--- src/hcc_pkg.sv ---
// package: offsets, bit positions and reset values for the host control flags
package hcc_pkg;
  // ------------------------------------------------------------
  // register offsets
  // ------------------------------------------------------------
  localparam logic [7:0]  OFS_SET          = 8'h50;
  localparam logic [7:0]  OFS_CLEAR        = 8'h54;
  // ------------------------------------------------------------
  // bit positions
  // ------------------------------------------------------------
  localparam int          BIT_IMAGE_VALID  = 31;
  localparam int          BIT_SWAP_SUPP    = 30;
  localparam int          BIT_LATE_ACK     = 29;
  localparam int          BIT_PHY_DELEG    = 23;
  localparam int          BIT_PHY_ENH      = 22;
  localparam int          BIT_LINK_PWR     = 19;
  localparam int          BIT_POST_WR      = 18;
  localparam int          BIT_LINK_ACTIVE  = 17;
  localparam int          BIT_SOFT_RESET   = 16;
  // ------------------------------------------------------------
  // masks and reset values
  // ------------------------------------------------------------
  // writable flags: 31, 30, 29, 22, 19, 18, 17 and the software reset bit 16
  localparam logic [31:0] RW_MASK          = 32'he04f0000;
  localparam logic [31:0] RESET_VALUE      = 32'h00000000;
  localparam logic        PHY_DELEG_DEFAULT = 1'b1;
  // ------------------------------------------------------------
  // acknowledge codes on the 1394 side
  // ------------------------------------------------------------
  localparam logic [3:0]  ACK_COMPLETE     = 4'h1;
  localparam logic [3:0]  ACK_PENDING      = 4'h2;
  localparam logic [3:0]  ACK_TARDY        = 4'hb;
  localparam logic [3:0]  ACK_TYPE_ERROR   = 4'he;
  // software reset count limit; the reset bit stays set for 9 clock cycles
  localparam logic [3:0]  SOFT_RESET_CYCLES = 4'h8;
endpackage : hcc_pkg

--- src/hcc_control_flags.sv ---
// host controller control flags: set/clear register pair and its gating logic
//
// The address-and-strobe port is this design's own decision.
`timescale 1ns/1ps
module hcc_control_flags (
  input  wire logic        clk,
  input  wire logic        rst,
  input  wire logic [7:0]  reg_addr,
  input  wire logic [31:0] reg_wdata,
  input  wire logic        reg_write,
  input  wire logic        reg_read,
  output logic      [31:0] reg_rdata,
  input  wire logic        eeprom_load,
  input  wire logic        eeprom_phy_deleg,
  input  wire logic        bib_fetch_error,
  input  wire logic        bus_reset,
  input  wire logic        rx_req,
  input  wire logic        rx_to_rom,
  input  wire logic        rx_block_read,
  output logic             ack_valid,
  output logic      [3:0]  ack_code,
  output logic             tardy_event,
  output logic             rom_update_en,
  output logic             byte_swap_en,
  output logic             link_connected,
  output logic             link_power_on,
  output logic             posted_write_en,
  output logic             phy_enh_use,
  output logic             fifo_flush
);

  // ------------------------------------------------------------
  // flag state
  // ------------------------------------------------------------
  logic [31:0] flags_reg;
  logic [31:0] flags_next;
  logic        deleg_reg;
  logic        deleg_next;
  logic [3:0]  srst_cnt_reg;
  logic [3:0]  srst_cnt_next;
  logic [31:0] rdata_reg;
  logic [31:0] rdata_next;
  logic [31:0] rd_value;
  logic        srst_active;

  assign srst_active = flags_reg[hcc_pkg::BIT_SOFT_RESET];

  // current read value with reserved bits forced to zero
  always_comb begin
    rd_value = flags_reg & hcc_pkg::RW_MASK;
    rd_value[hcc_pkg::BIT_PHY_DELEG] = deleg_reg;
  end

  // next flag values from writes, events and software reset
  always_comb begin
    flags_next    = flags_reg;
    srst_cnt_next = srst_cnt_reg;
    deleg_next    = deleg_reg;
    if (reg_write && reg_addr == hcc_pkg::OFS_SET) begin
      flags_next = flags_reg | (reg_wdata & hcc_pkg::RW_MASK);
    end else if (reg_write && reg_addr == hcc_pkg::OFS_CLEAR) begin
      flags_next = flags_reg & ~(reg_wdata & hcc_pkg::RW_MASK);
    end
    // relied upon: no gating of image valid set by link state here
    if (bib_fetch_error) begin
      flags_next[hcc_pkg::BIT_IMAGE_VALID] = 1'b0;
    end
    if (srst_active) begin
      if (srst_cnt_reg == hcc_pkg::SOFT_RESET_CYCLES) begin
        flags_next    = hcc_pkg::RESET_VALUE;
        srst_cnt_next = 4'h0;
      end else begin
        flags_next    = flags_reg;
        srst_cnt_next = srst_cnt_reg + 4'h1;
      end
    end
    if (eeprom_load) begin
      deleg_next = eeprom_phy_deleg;
    end
  end

  // flag registers
  always_ff @(posedge clk) begin
    if (rst) begin
      flags_reg    <= hcc_pkg::RESET_VALUE;
      deleg_reg    <= hcc_pkg::PHY_DELEG_DEFAULT;
      srst_cnt_reg <= 4'h0;
    end else begin
      flags_reg    <= flags_next;
      deleg_reg    <= deleg_next;
      srst_cnt_reg <= srst_cnt_next;
    end
  end

  // ------------------------------------------------------------
  // register read port
  // ------------------------------------------------------------
  // both addresses return flags; others read zero
  always_comb begin
    rdata_next = 32'h00000000;
    if (reg_read && (reg_addr == hcc_pkg::OFS_SET || reg_addr == hcc_pkg::OFS_CLEAR)) begin
      rdata_next = rd_value;
    end
  end

  always_ff @(posedge clk) begin
    if (rst) begin
      rdata_reg <= 32'h00000000;
    end else begin
      rdata_reg <= rdata_next;
    end
  end

  assign reg_rdata = rdata_reg;

  // ------------------------------------------------------------
  // 1394 acknowledge path
  // ------------------------------------------------------------
  logic       ackv_reg;
  logic       ackv_next;
  logic [3:0] ackc_reg;
  logic [3:0] ackc_next;
  logic       tardy_reg;
  logic       tardy_next;

  // acknowledge selection for each request received while the link is active and no software reset runs
  always_comb begin
    ackv_next  = 1'b0;
    ackc_next  = hcc_pkg::ACK_COMPLETE;
    tardy_next = 1'b0;
    if (rx_req && flags_reg[hcc_pkg::BIT_LINK_ACTIVE] && !srst_active) begin
      ackv_next = 1'b1;
      if (rx_to_rom && rx_block_read && !flags_reg[hcc_pkg::BIT_IMAGE_VALID]) begin
        ackc_next = hcc_pkg::ACK_TYPE_ERROR;
      end else if (flags_reg[hcc_pkg::BIT_LATE_ACK]) begin
        ackc_next  = hcc_pkg::ACK_TARDY;
        tardy_next = 1'b1;
      end else if (rx_to_rom && rx_block_read) begin
        ackc_next = hcc_pkg::ACK_PENDING;
      end else begin
        ackc_next = hcc_pkg::ACK_COMPLETE;
      end
    end
  end

  always_ff @(posedge clk) begin
    if (rst) begin
      ackv_reg  <= 1'b0;
      ackc_reg  <= hcc_pkg::ACK_COMPLETE;
      tardy_reg <= 1'b0;
    end else begin
      ackv_reg  <= ackv_next;
      ackc_reg  <= ackc_next;
      tardy_reg <= tardy_next;
    end
  end

  assign ack_valid   = ackv_reg;
  assign ack_code    = ackc_reg;
  assign tardy_event = tardy_reg;

  // ------------------------------------------------------------
  // registered control outputs
  // ------------------------------------------------------------
  logic [6:0] ctl_reg;
  logic [6:0] ctl_next;

  always_comb begin
    ctl_next[0] = flags_next[hcc_pkg::BIT_IMAGE_VALID] & bus_reset;
    ctl_next[1] = ~flags_next[hcc_pkg::BIT_SWAP_SUPP];
    ctl_next[2] = flags_next[hcc_pkg::BIT_LINK_ACTIVE];
    ctl_next[3] = flags_next[hcc_pkg::BIT_LINK_PWR];
    ctl_next[4] = flags_next[hcc_pkg::BIT_POST_WR];
    ctl_next[5] = flags_next[hcc_pkg::BIT_PHY_ENH];
    ctl_next[6] = flags_next[hcc_pkg::BIT_SOFT_RESET];
  end

  always_ff @(posedge clk) begin
    if (rst) begin
      ctl_reg <= 7'h02;
    end else begin
      ctl_reg <= ctl_next;
    end
  end

  assign rom_update_en   = ctl_reg[0];
  assign byte_swap_en    = ctl_reg[1];
  assign link_connected  = ctl_reg[2];
  assign link_power_on   = ctl_reg[3];
  assign posted_write_en = ctl_reg[4];
  assign phy_enh_use     = ctl_reg[5];
  assign fifo_flush      = ctl_reg[6];

endmodule : hcc_control_flags

--- config.mk ---
export PLATFORM = sky130hd
export DESIGN_NAME = hcc_control_flags
export DESIGN_NICKNAME = d
export VERILOG_FILES = /design/src/hcc_pkg.sv /design/src/hcc_control_flags.sv
export SDC_FILE = /design/constraint.sdc
export NUM_CORES = 1
export LEC_CHECK = 0
export ABC_AREA = 1
export ABC_CLOCK_PERIOD_IN_PS = 1800
export BUFFER_PORTS_ARGS = -buffer_cell sky130_fd_sc_hd__buf_2
export CAP_MARGIN = 20
export CORE_MARGIN = 4
export CORE_UTILIZATION = 41
export DETAILED_ROUTE_END_ITERATION = 10
export PLACE_DENSITY_LB_ADDON = 0.12
export SLEW_MARGIN = 20
export SYNTH_ARGS = -nofsm -noshare
export SYNTH_HDL_FRONTEND = slang
export SYNTH_SLANG_ARGS = --single-unit
--- constraint.sdc ---
create_clock -name clk -period 1.8 [get_ports clk]
set_clock_uncertainty 0.2 [all_clocks]
set_input_delay 0.36 -clock clk [delete_from_list [all_inputs] [get_ports clk]]
set_output_delay 0.36 -clock clk [all_outputs]
set_load 0.005 [all_outputs]
==> summary.txt, run 1 <==
Status
  • Status: finished, final reports clean

Clock tree
  • CTS tree: yes
  • Clock Sinks: 30
  • Setup Fix Bufs, Post-CTS: 0
  • Htree depth: 2
  • Cts hold-fix bufs: 0
  • CTS Root Cell: clkbuf_8
  • CTS Buf Count: 5
  • Clk_lat worst skew: 0.27 ns
  • Clock Pin Slew Worst Setup and Hold Paths: 0.06 ns
  • Worst-case clock buffer depth: 2
  • Post-cts gate resize count: 0

STA
  • Slew Limit Fails: 0
  • Final hold viol count: 0
  • TNS Setup: 0 ns
  • PnR worst setup slack: 0.3255 ns
  • Minimum clock period after layout: 1.474 ns
  • Final hold slack: 0.08206 ns
  • # setup viols final: 0
  • RSZ-0062 raised after global routing: no
  • Final period utilization: 81.92%
  • Maximum clock frequency: 678.2 MHz

Global route
  • Largest net degree at the start of global routing: 12
  • GRT Overall Usage: 13.10%
  • Vias in the first global route: 1135
  • GRT overflow: 0
  • Global-route wire length before repair: 4.671 mm
  • Initial antenna violation count: 0

Setup path
  • Kind of critical path: flip-flop to flip-flop
  • End point of the critical path: ctl_reg[0]
  • CP bufs+invs: 2
  • Worst Path Max Fanout: 4
  • Crit path from: srst_cnt_reg[0]
  • Crit path top cell by count: inv_1
  • Critical R2R Launch: srst_cnt_reg[0]
  • Critical Path Start Type: flip-flop
  • Slowest stage delay, CP: 0.37 ns
  • Slowest-stage cell, CP: dfxtp_1
  • Crit end category: flip-flop
  • Reg2Reg Setup Slack: 0.33 ns
  • Critical path depth in cells: 7
  • CP delay by family, top: flip-flops
  • Critical path data arrival time: 1.48 ns
  • Worst reg-to-reg path cell count: 7
  • WP data required: 1.81 ns
  • Crit-path cells: inv_1, ha_1, nand3b_1, nand2_1, inv_1, nand3_1, a21oi_2
  • Critical R2R Capture: ctl_reg[0]

Logic synthesis
  • Average size of a mapped cell: 7.641 µm²
  • Predominant post-synthesis flop cell: dfxtp_1
  • Cells after synthesis: 197
  • Commonest cells post-synth: dfxtp_1 (30), nor2_1 (28), inv_1 (25), nand2_1 (25)
  • Register area share after synthesis: 39.90%
  • Most common cell in the synthesized netlist: dfxtp_1
  • Post-synth EDFFs: 0
  • Yosys top cell area share: 39.90%
  • Yosys cell types: 28
  • Leading area contributor after synthesis: dfxtp_1
  • Mapped cell area: 1505 µm²
  • Synth warn: 0
  • Synth async-reset ratio: 0%
  • Yosys reg bits: 30
  • Top cells by area, synth: dfxtp_1 (40%), buf_4 (11%), nand3_1 (7.6%)

Place
  • Setup WS pre-CTS: 0.1299 ns
  • IO Port Bufs: 48
  • DP HPWL: 2.323 mm
  • DP Area: 1679 µm²
  • Placer Congestion: 0.7763

Detailed routing
  • Vias: 1270
  • Antenna-violating nets left: 0
  • DR pass1 iterations: 4
  • Final WL: 3.005 mm
  • Post-route DRC violation count: 0
  • Vias/cell: 4.305
  • Routed WL per cell: 10.19 µm
  • DRT iter0 DRCs: 67

Layout
  • Post-route cell area: 1774 µm²
  • Max reg flops: 9
  • # nets final: 301
  • ANT cells: 0
  • Layout area overhead: 17.87%
  • Share of cells above drive strength 1: 28.11%

Run
  • # Max-Cap Violations: 0

Die
  • Core footprint: 3442 µm²
  • Starting Density: 43.73%
  • # rows: 21
  • Die height: 68.59 µm
  • IO Count: 96
  • Die W: 68.59 µm
  • Die area: 4705 µm²

Pwr
  • Pwr Density: 737.8 nW/µm²
  • Lkg Pwr: 0.0009296 µW
  • Worst-case vdd ir drop: 0.5548 mV

Worst hold path
  • Hold Crit Class: input pin to flip-flop
  • Hold_sp: eeprom_load
-- layer usage --
layer / up-vias / track usage, % / share of wire (%)
met5: - / 0 / 0
met3: 2 / 3.890 / 8.1
met4: 0 / 2.978 / 0.70
met1: 556 / 16.17 / 45
met2: 39 / 22.29 / 46
li1: 673 / - / -
-- through the flow --
stage / util, % / instances / total power (µW)
finish: 51.54 / 295 / 1309
detailed placement: 48.78 / 287 / 769.6
floorplan: - / 219 / 770.0
global route: 51.54 / 295 / 1367
CTS: 51.54 / 295 / 1325
global placement: 48.78 / 287 / 769.0
-- cells by family after synthesis --
kind of cell	Yosys count	synth area share [%]
fa+ha+maj	2	1.662
simple gates	90	28.76
flops	30	39.90
buf+inv	52	20.45
compound gates	20	7.814
xor+xnor	2	1.164
other cells	1	0.2491
-- final cells by class --
class / instances / area (µm²)
Clock buffer: 6 / 82.58
Clock inverter: 2 / 12.51
Sequential cell: 30 / 600.6
Inverter: 25 / 93.84
Tap cell: 46 / 57.56
Fill cell: 354 / 1668
Multi-Input combinational cell: 137 / 679.4
Timing Repair Buffer: 49 / 247.7
-- worst min-delay path by stage --
stage | slack (ns) | end | cells past startpoint
after global placement | 0.23 | reg_rdata[23] | 2
final | 0.08 | deleg_reg | 2
after global routing | 0.08 | deleg_reg | 2
after detailed placement | 0.23 | reg_rdata[23] | 2
after CTS | 0.08 | deleg_reg | 2
after floorplan | 0.21 | reg_rdata[23] | 2
-- power breakdown --
group / internal, µW / switching (µW)
logic: 32.3 / 56.8
registers: 666 / 0.715
clock network: 307 / 247
-- placed cells by master (no fill, tap or decap), types with 2 or more instances in the layout --
master and instances:
nand3_1 23, inv_1 25, nor3_1 2, clkbuf_8 6, o21ai_0 3, nor2_1 28, nand2_1 25, nand2_4 2
dfxtp_1 30, ha_1 2, xor2_1 2, conb_1 23, a21oi_1 12, nor2_2 2, nand2_2 3, buf_2 48
Note: power is estimated with default switching activity, not from simulation.
==> inputs of run 2 (changes only) <==
Settings changed: ABC_CLOCK_PERIOD_IN_PS 1800 to 1400.
Clock period 1.8 ns to 1.4 ns, I/O delays scaled along.
==> run 2 against run 1 <==
- routed wire length is 4.3% higher
- global-route usage up 1.2 points
- sequential share of layout area down 2.6 points
- largest cell class unchanged
==> summary.txt, run 2 (synthesis gave the netlist of run 1 again) <==
STA
  • Final hold slack: 0.009332 ns (was 0.08206 ns)
  • # setup viols final: 0 (unchanged)
  • RSZ-0062 raised after global routing: yes (was no)
  • Final period utilization: 96.57% (was 81.92%)
  • PnR worst setup slack: 0.04800 ns (was 0.3255 ns)
  • Final hold viol count: 0 (unchanged)
  • Minimum clock period after layout: 1.352 ns (was 1.474 ns)
  • TNS Setup: 0 ns (unchanged)
  • Slew Limit Fails: 0 (unchanged)
  • Maximum clock frequency: 739.6 MHz (was 678.2 MHz)

Clock tree
  • Clock Sinks: 30 (unchanged)
  • CTS Buf Count: 5 (unchanged)
  • Worst-case clock buffer depth: 2 (unchanged)
  • Clk_lat worst skew: 0.28 ns (was 0.27 ns)
  • Clock Pin Slew Worst Setup and Hold Paths: 0.06 ns (about the same)
  • CTS tree: yes (unchanged)
  • Htree depth: 2 (unchanged)
  • CTS Root Cell: clkbuf_8 (unchanged)

Place
  • IO Port Bufs: 48 (unchanged)
  • DP Area: 1747 µm² (was 1679 µm²)
  • Setup WS pre-CTS: -0.1500 ns (was 0.1299 ns)
  • Placer Congestion: 0.7630 (was 0.7763)
  • DP HPWL: 2.434 mm (was 2.323 mm)

Run
  • # Max-Cap Violations: 0 (unchanged)

Worst hold path
  • Hold endpoint: deleg_reg (unchanged)
  • Hold Crit Class: input pin to flip-flop (unchanged)
  • Worst hold path depth: 3 (was 2)
  • Hold_sp: eeprom_phy_deleg (was eeprom_load)

Setup path
  • Critical path data arrival time: 1.32 ns (was 1.48 ns)
  • Critical R2R Capture: flags_reg[30] (was ctl_reg[0])
  • Critical Path Start Type: flip-flop (unchanged)
  • Kind of critical path: flip-flop to flip-flop (unchanged)
  • Reg2Reg Setup Slack: 0.05 ns (was 0.33 ns)
  • WP data required: 1.37 ns (was 1.81 ns)
  • Crit end category: flip-flop (unchanged)
  • Critical R2R Launch: srst_cnt_reg[1] (was srst_cnt_reg[0])
  • Worst Path Max Fanout: 4 (unchanged)
  • Worst reg-to-reg path cell count: 9 (was 7)

Detailed routing
  • Vias/cell: 4.262 (was 4.305)
  • Vias: 1300 (was 1270)
  • Antenna-violating nets left: 0 (unchanged)
  • Final WL: 3.135 mm (was 3.005 mm)
  • DRT iter0 DRCs: 76 (was 67)
  • DR pass1 iterations: 4 (unchanged)
  • Post-route DRC violation count: 0 (unchanged)
  • Routed WL per cell: 10.28 µm (was 10.19 µm)

Layout
  • Share of cells above drive strength 1: 34.75% (was 28.11%)
  • Post-route cell area: 1932 µm² (was 1774 µm²)
  • Fill cell count: 334 (was 354)
  • Layout area overhead: 28.35% (was 17.87%)
  • Commonest non-fill, non-tap cell in the layout: buf_2 (unchanged)
  • Most frequent cells in the layout: buf_2 (48), nor2_1 (28), dfxtp_1 (27) (was buf_2 (48), dfxtp_1 (30), nor2_1 (28))
  • Area of the multi-input gates: 708.2 µm² (was 679.4 µm²)
  • ANT cells: 0 (unchanged)
  • Reg area: 604.3 µm² (was 600.6 µm²)
  • Max reg flops: 9 (unchanged)
  • # nets final: 311 (was 301)

Die
  • # rows: 21 (unchanged)
  • Die area: 4705 µm² (unchanged)
  • IO Count: 96 (unchanged)
  • Die height: 68.59 µm (unchanged)
  • Starting Density: 43.73% (unchanged)
  • Die W: 68.59 µm (unchanged)
  • Core footprint: 3442 µm² (unchanged)

Pwr
  • Psw: 396.3 µW (was 304.3 µW)
  • Worst-case vdd ir drop: 0.7558 mV (was 0.5548 mV)
  • Share of power burned in combinational logic: 6.1% (was 6.8%)
  • Clock Power Share: 52.3% (was 42.3%)
  • Lkg Pwr: 0.001006 µW (was 0.0009296 µW)
  • Internal Dissipation: 1664 µW (was 1005 µW)
  • Sequential share of power: 41.6% (was 50.9%)
  • Switching share of power: 19.23% (was 23.25%)
  • Pwr Density: 1067 nW/µm² (was 737.8 nW/µm²)
  • Total power: 2061 µW (was 1309 µW)

Global route
  • GRT Overall Usage: 14.34% (was 13.10%)
  • Global-route wire length before repair: 4.885 mm (was 4.671 mm)
  • Vias in the first global route: 1148 (was 1135)
  • Largest net degree at the start of global routing: 11 (was 12)
  • GRT overflow: 0 (unchanged)
  • Initial antenna violation count: 0 (unchanged)

Status
  • Status: finished, final reports clean (unchanged)
## run 2: worst max-delay path by stage
stage | end | startpoint
floorplan | ctl_reg[0] | srst_cnt_reg[0]
global placement | reg_rdata[18] | reg_addr[6]
detailed placement | reg_rdata[19] | reg_addr[6]
CTS | ctl_reg[0] | srst_cnt_reg[0]
global route | flags_reg[30] | srst_cnt_reg[1]
finish | flags_reg[30] | srst_cnt_reg[1]
## run 2: metrics by stage
| stage | util, % | cells |
|---|---|---|
| after floorplan | - | 219 |
| after global placement | 50.75 | 296 |
| after detailed placement | 50.75 | 296 |
| after CTS | 55.29 | 305 |
| after global routing | 56.13 | 305 |
| final | 56.13 | 305 |
## run 2: power groups by stage
stage / combinational [µW] / clock (µW) / sequential (µW)
global placement: 119 / 0 / 876
finish: 126 / 1080 / 857
global route: 144 / 1140 / 857
CTS: 123 / 1110 / 857
floorplan: 114 / 0 / 876
detailed placement: 120 / 0 / 876
## run 2: final cells by class
| class | count | area share [%] |
|---|---|---|
| clock inverters | 2 | 3.109 |
| clock buffers | 6 | 4.275 |
| flip-flops and latches | 30 | 31.28 |
| well taps | 46 | 2.979 |
| inverters | 25 | 4.858 |
| repair buffers | 59 | 16.84 |
| multi-input cells | 137 | 36.66 |
## run 2: worst max-delay path: stages, from the launching register on
cell	delay [ns]
dfxtp_2	0.32
inv_2	0.07
ha_4	0.12
nand3b_1	0.10
nand2_2	0.15
inv_2	0.05
nand2_2	0.06
nand2_2	0.06
nand2_1	0.05
o21ai_1	0.05
## run 2: per-layer routing
| metal | vias to the layer above | routed length (µm) | track usage [%] |
|---|---|---|---|
| met2 | 50 | 1488 | 22.41 |
| met4 | 0 | 35 | 6.203 |
| li1 | 695 | - | - |
| met1 | 550 | 1304 | 16.73 |
| met3 | 5 | 307 | 6.645 |
| met5 | - | 0 | 0 |
## run 2: repair_timing
action                                 4_1_cts  5_1_grt
gates resized for setup                      2       11
setup buffers                                0        0
endpoints found under the hold margin        1        0
hold buffers                                 1        0
setup endpoints to repair                    2        8
pin swaps                                    0        3
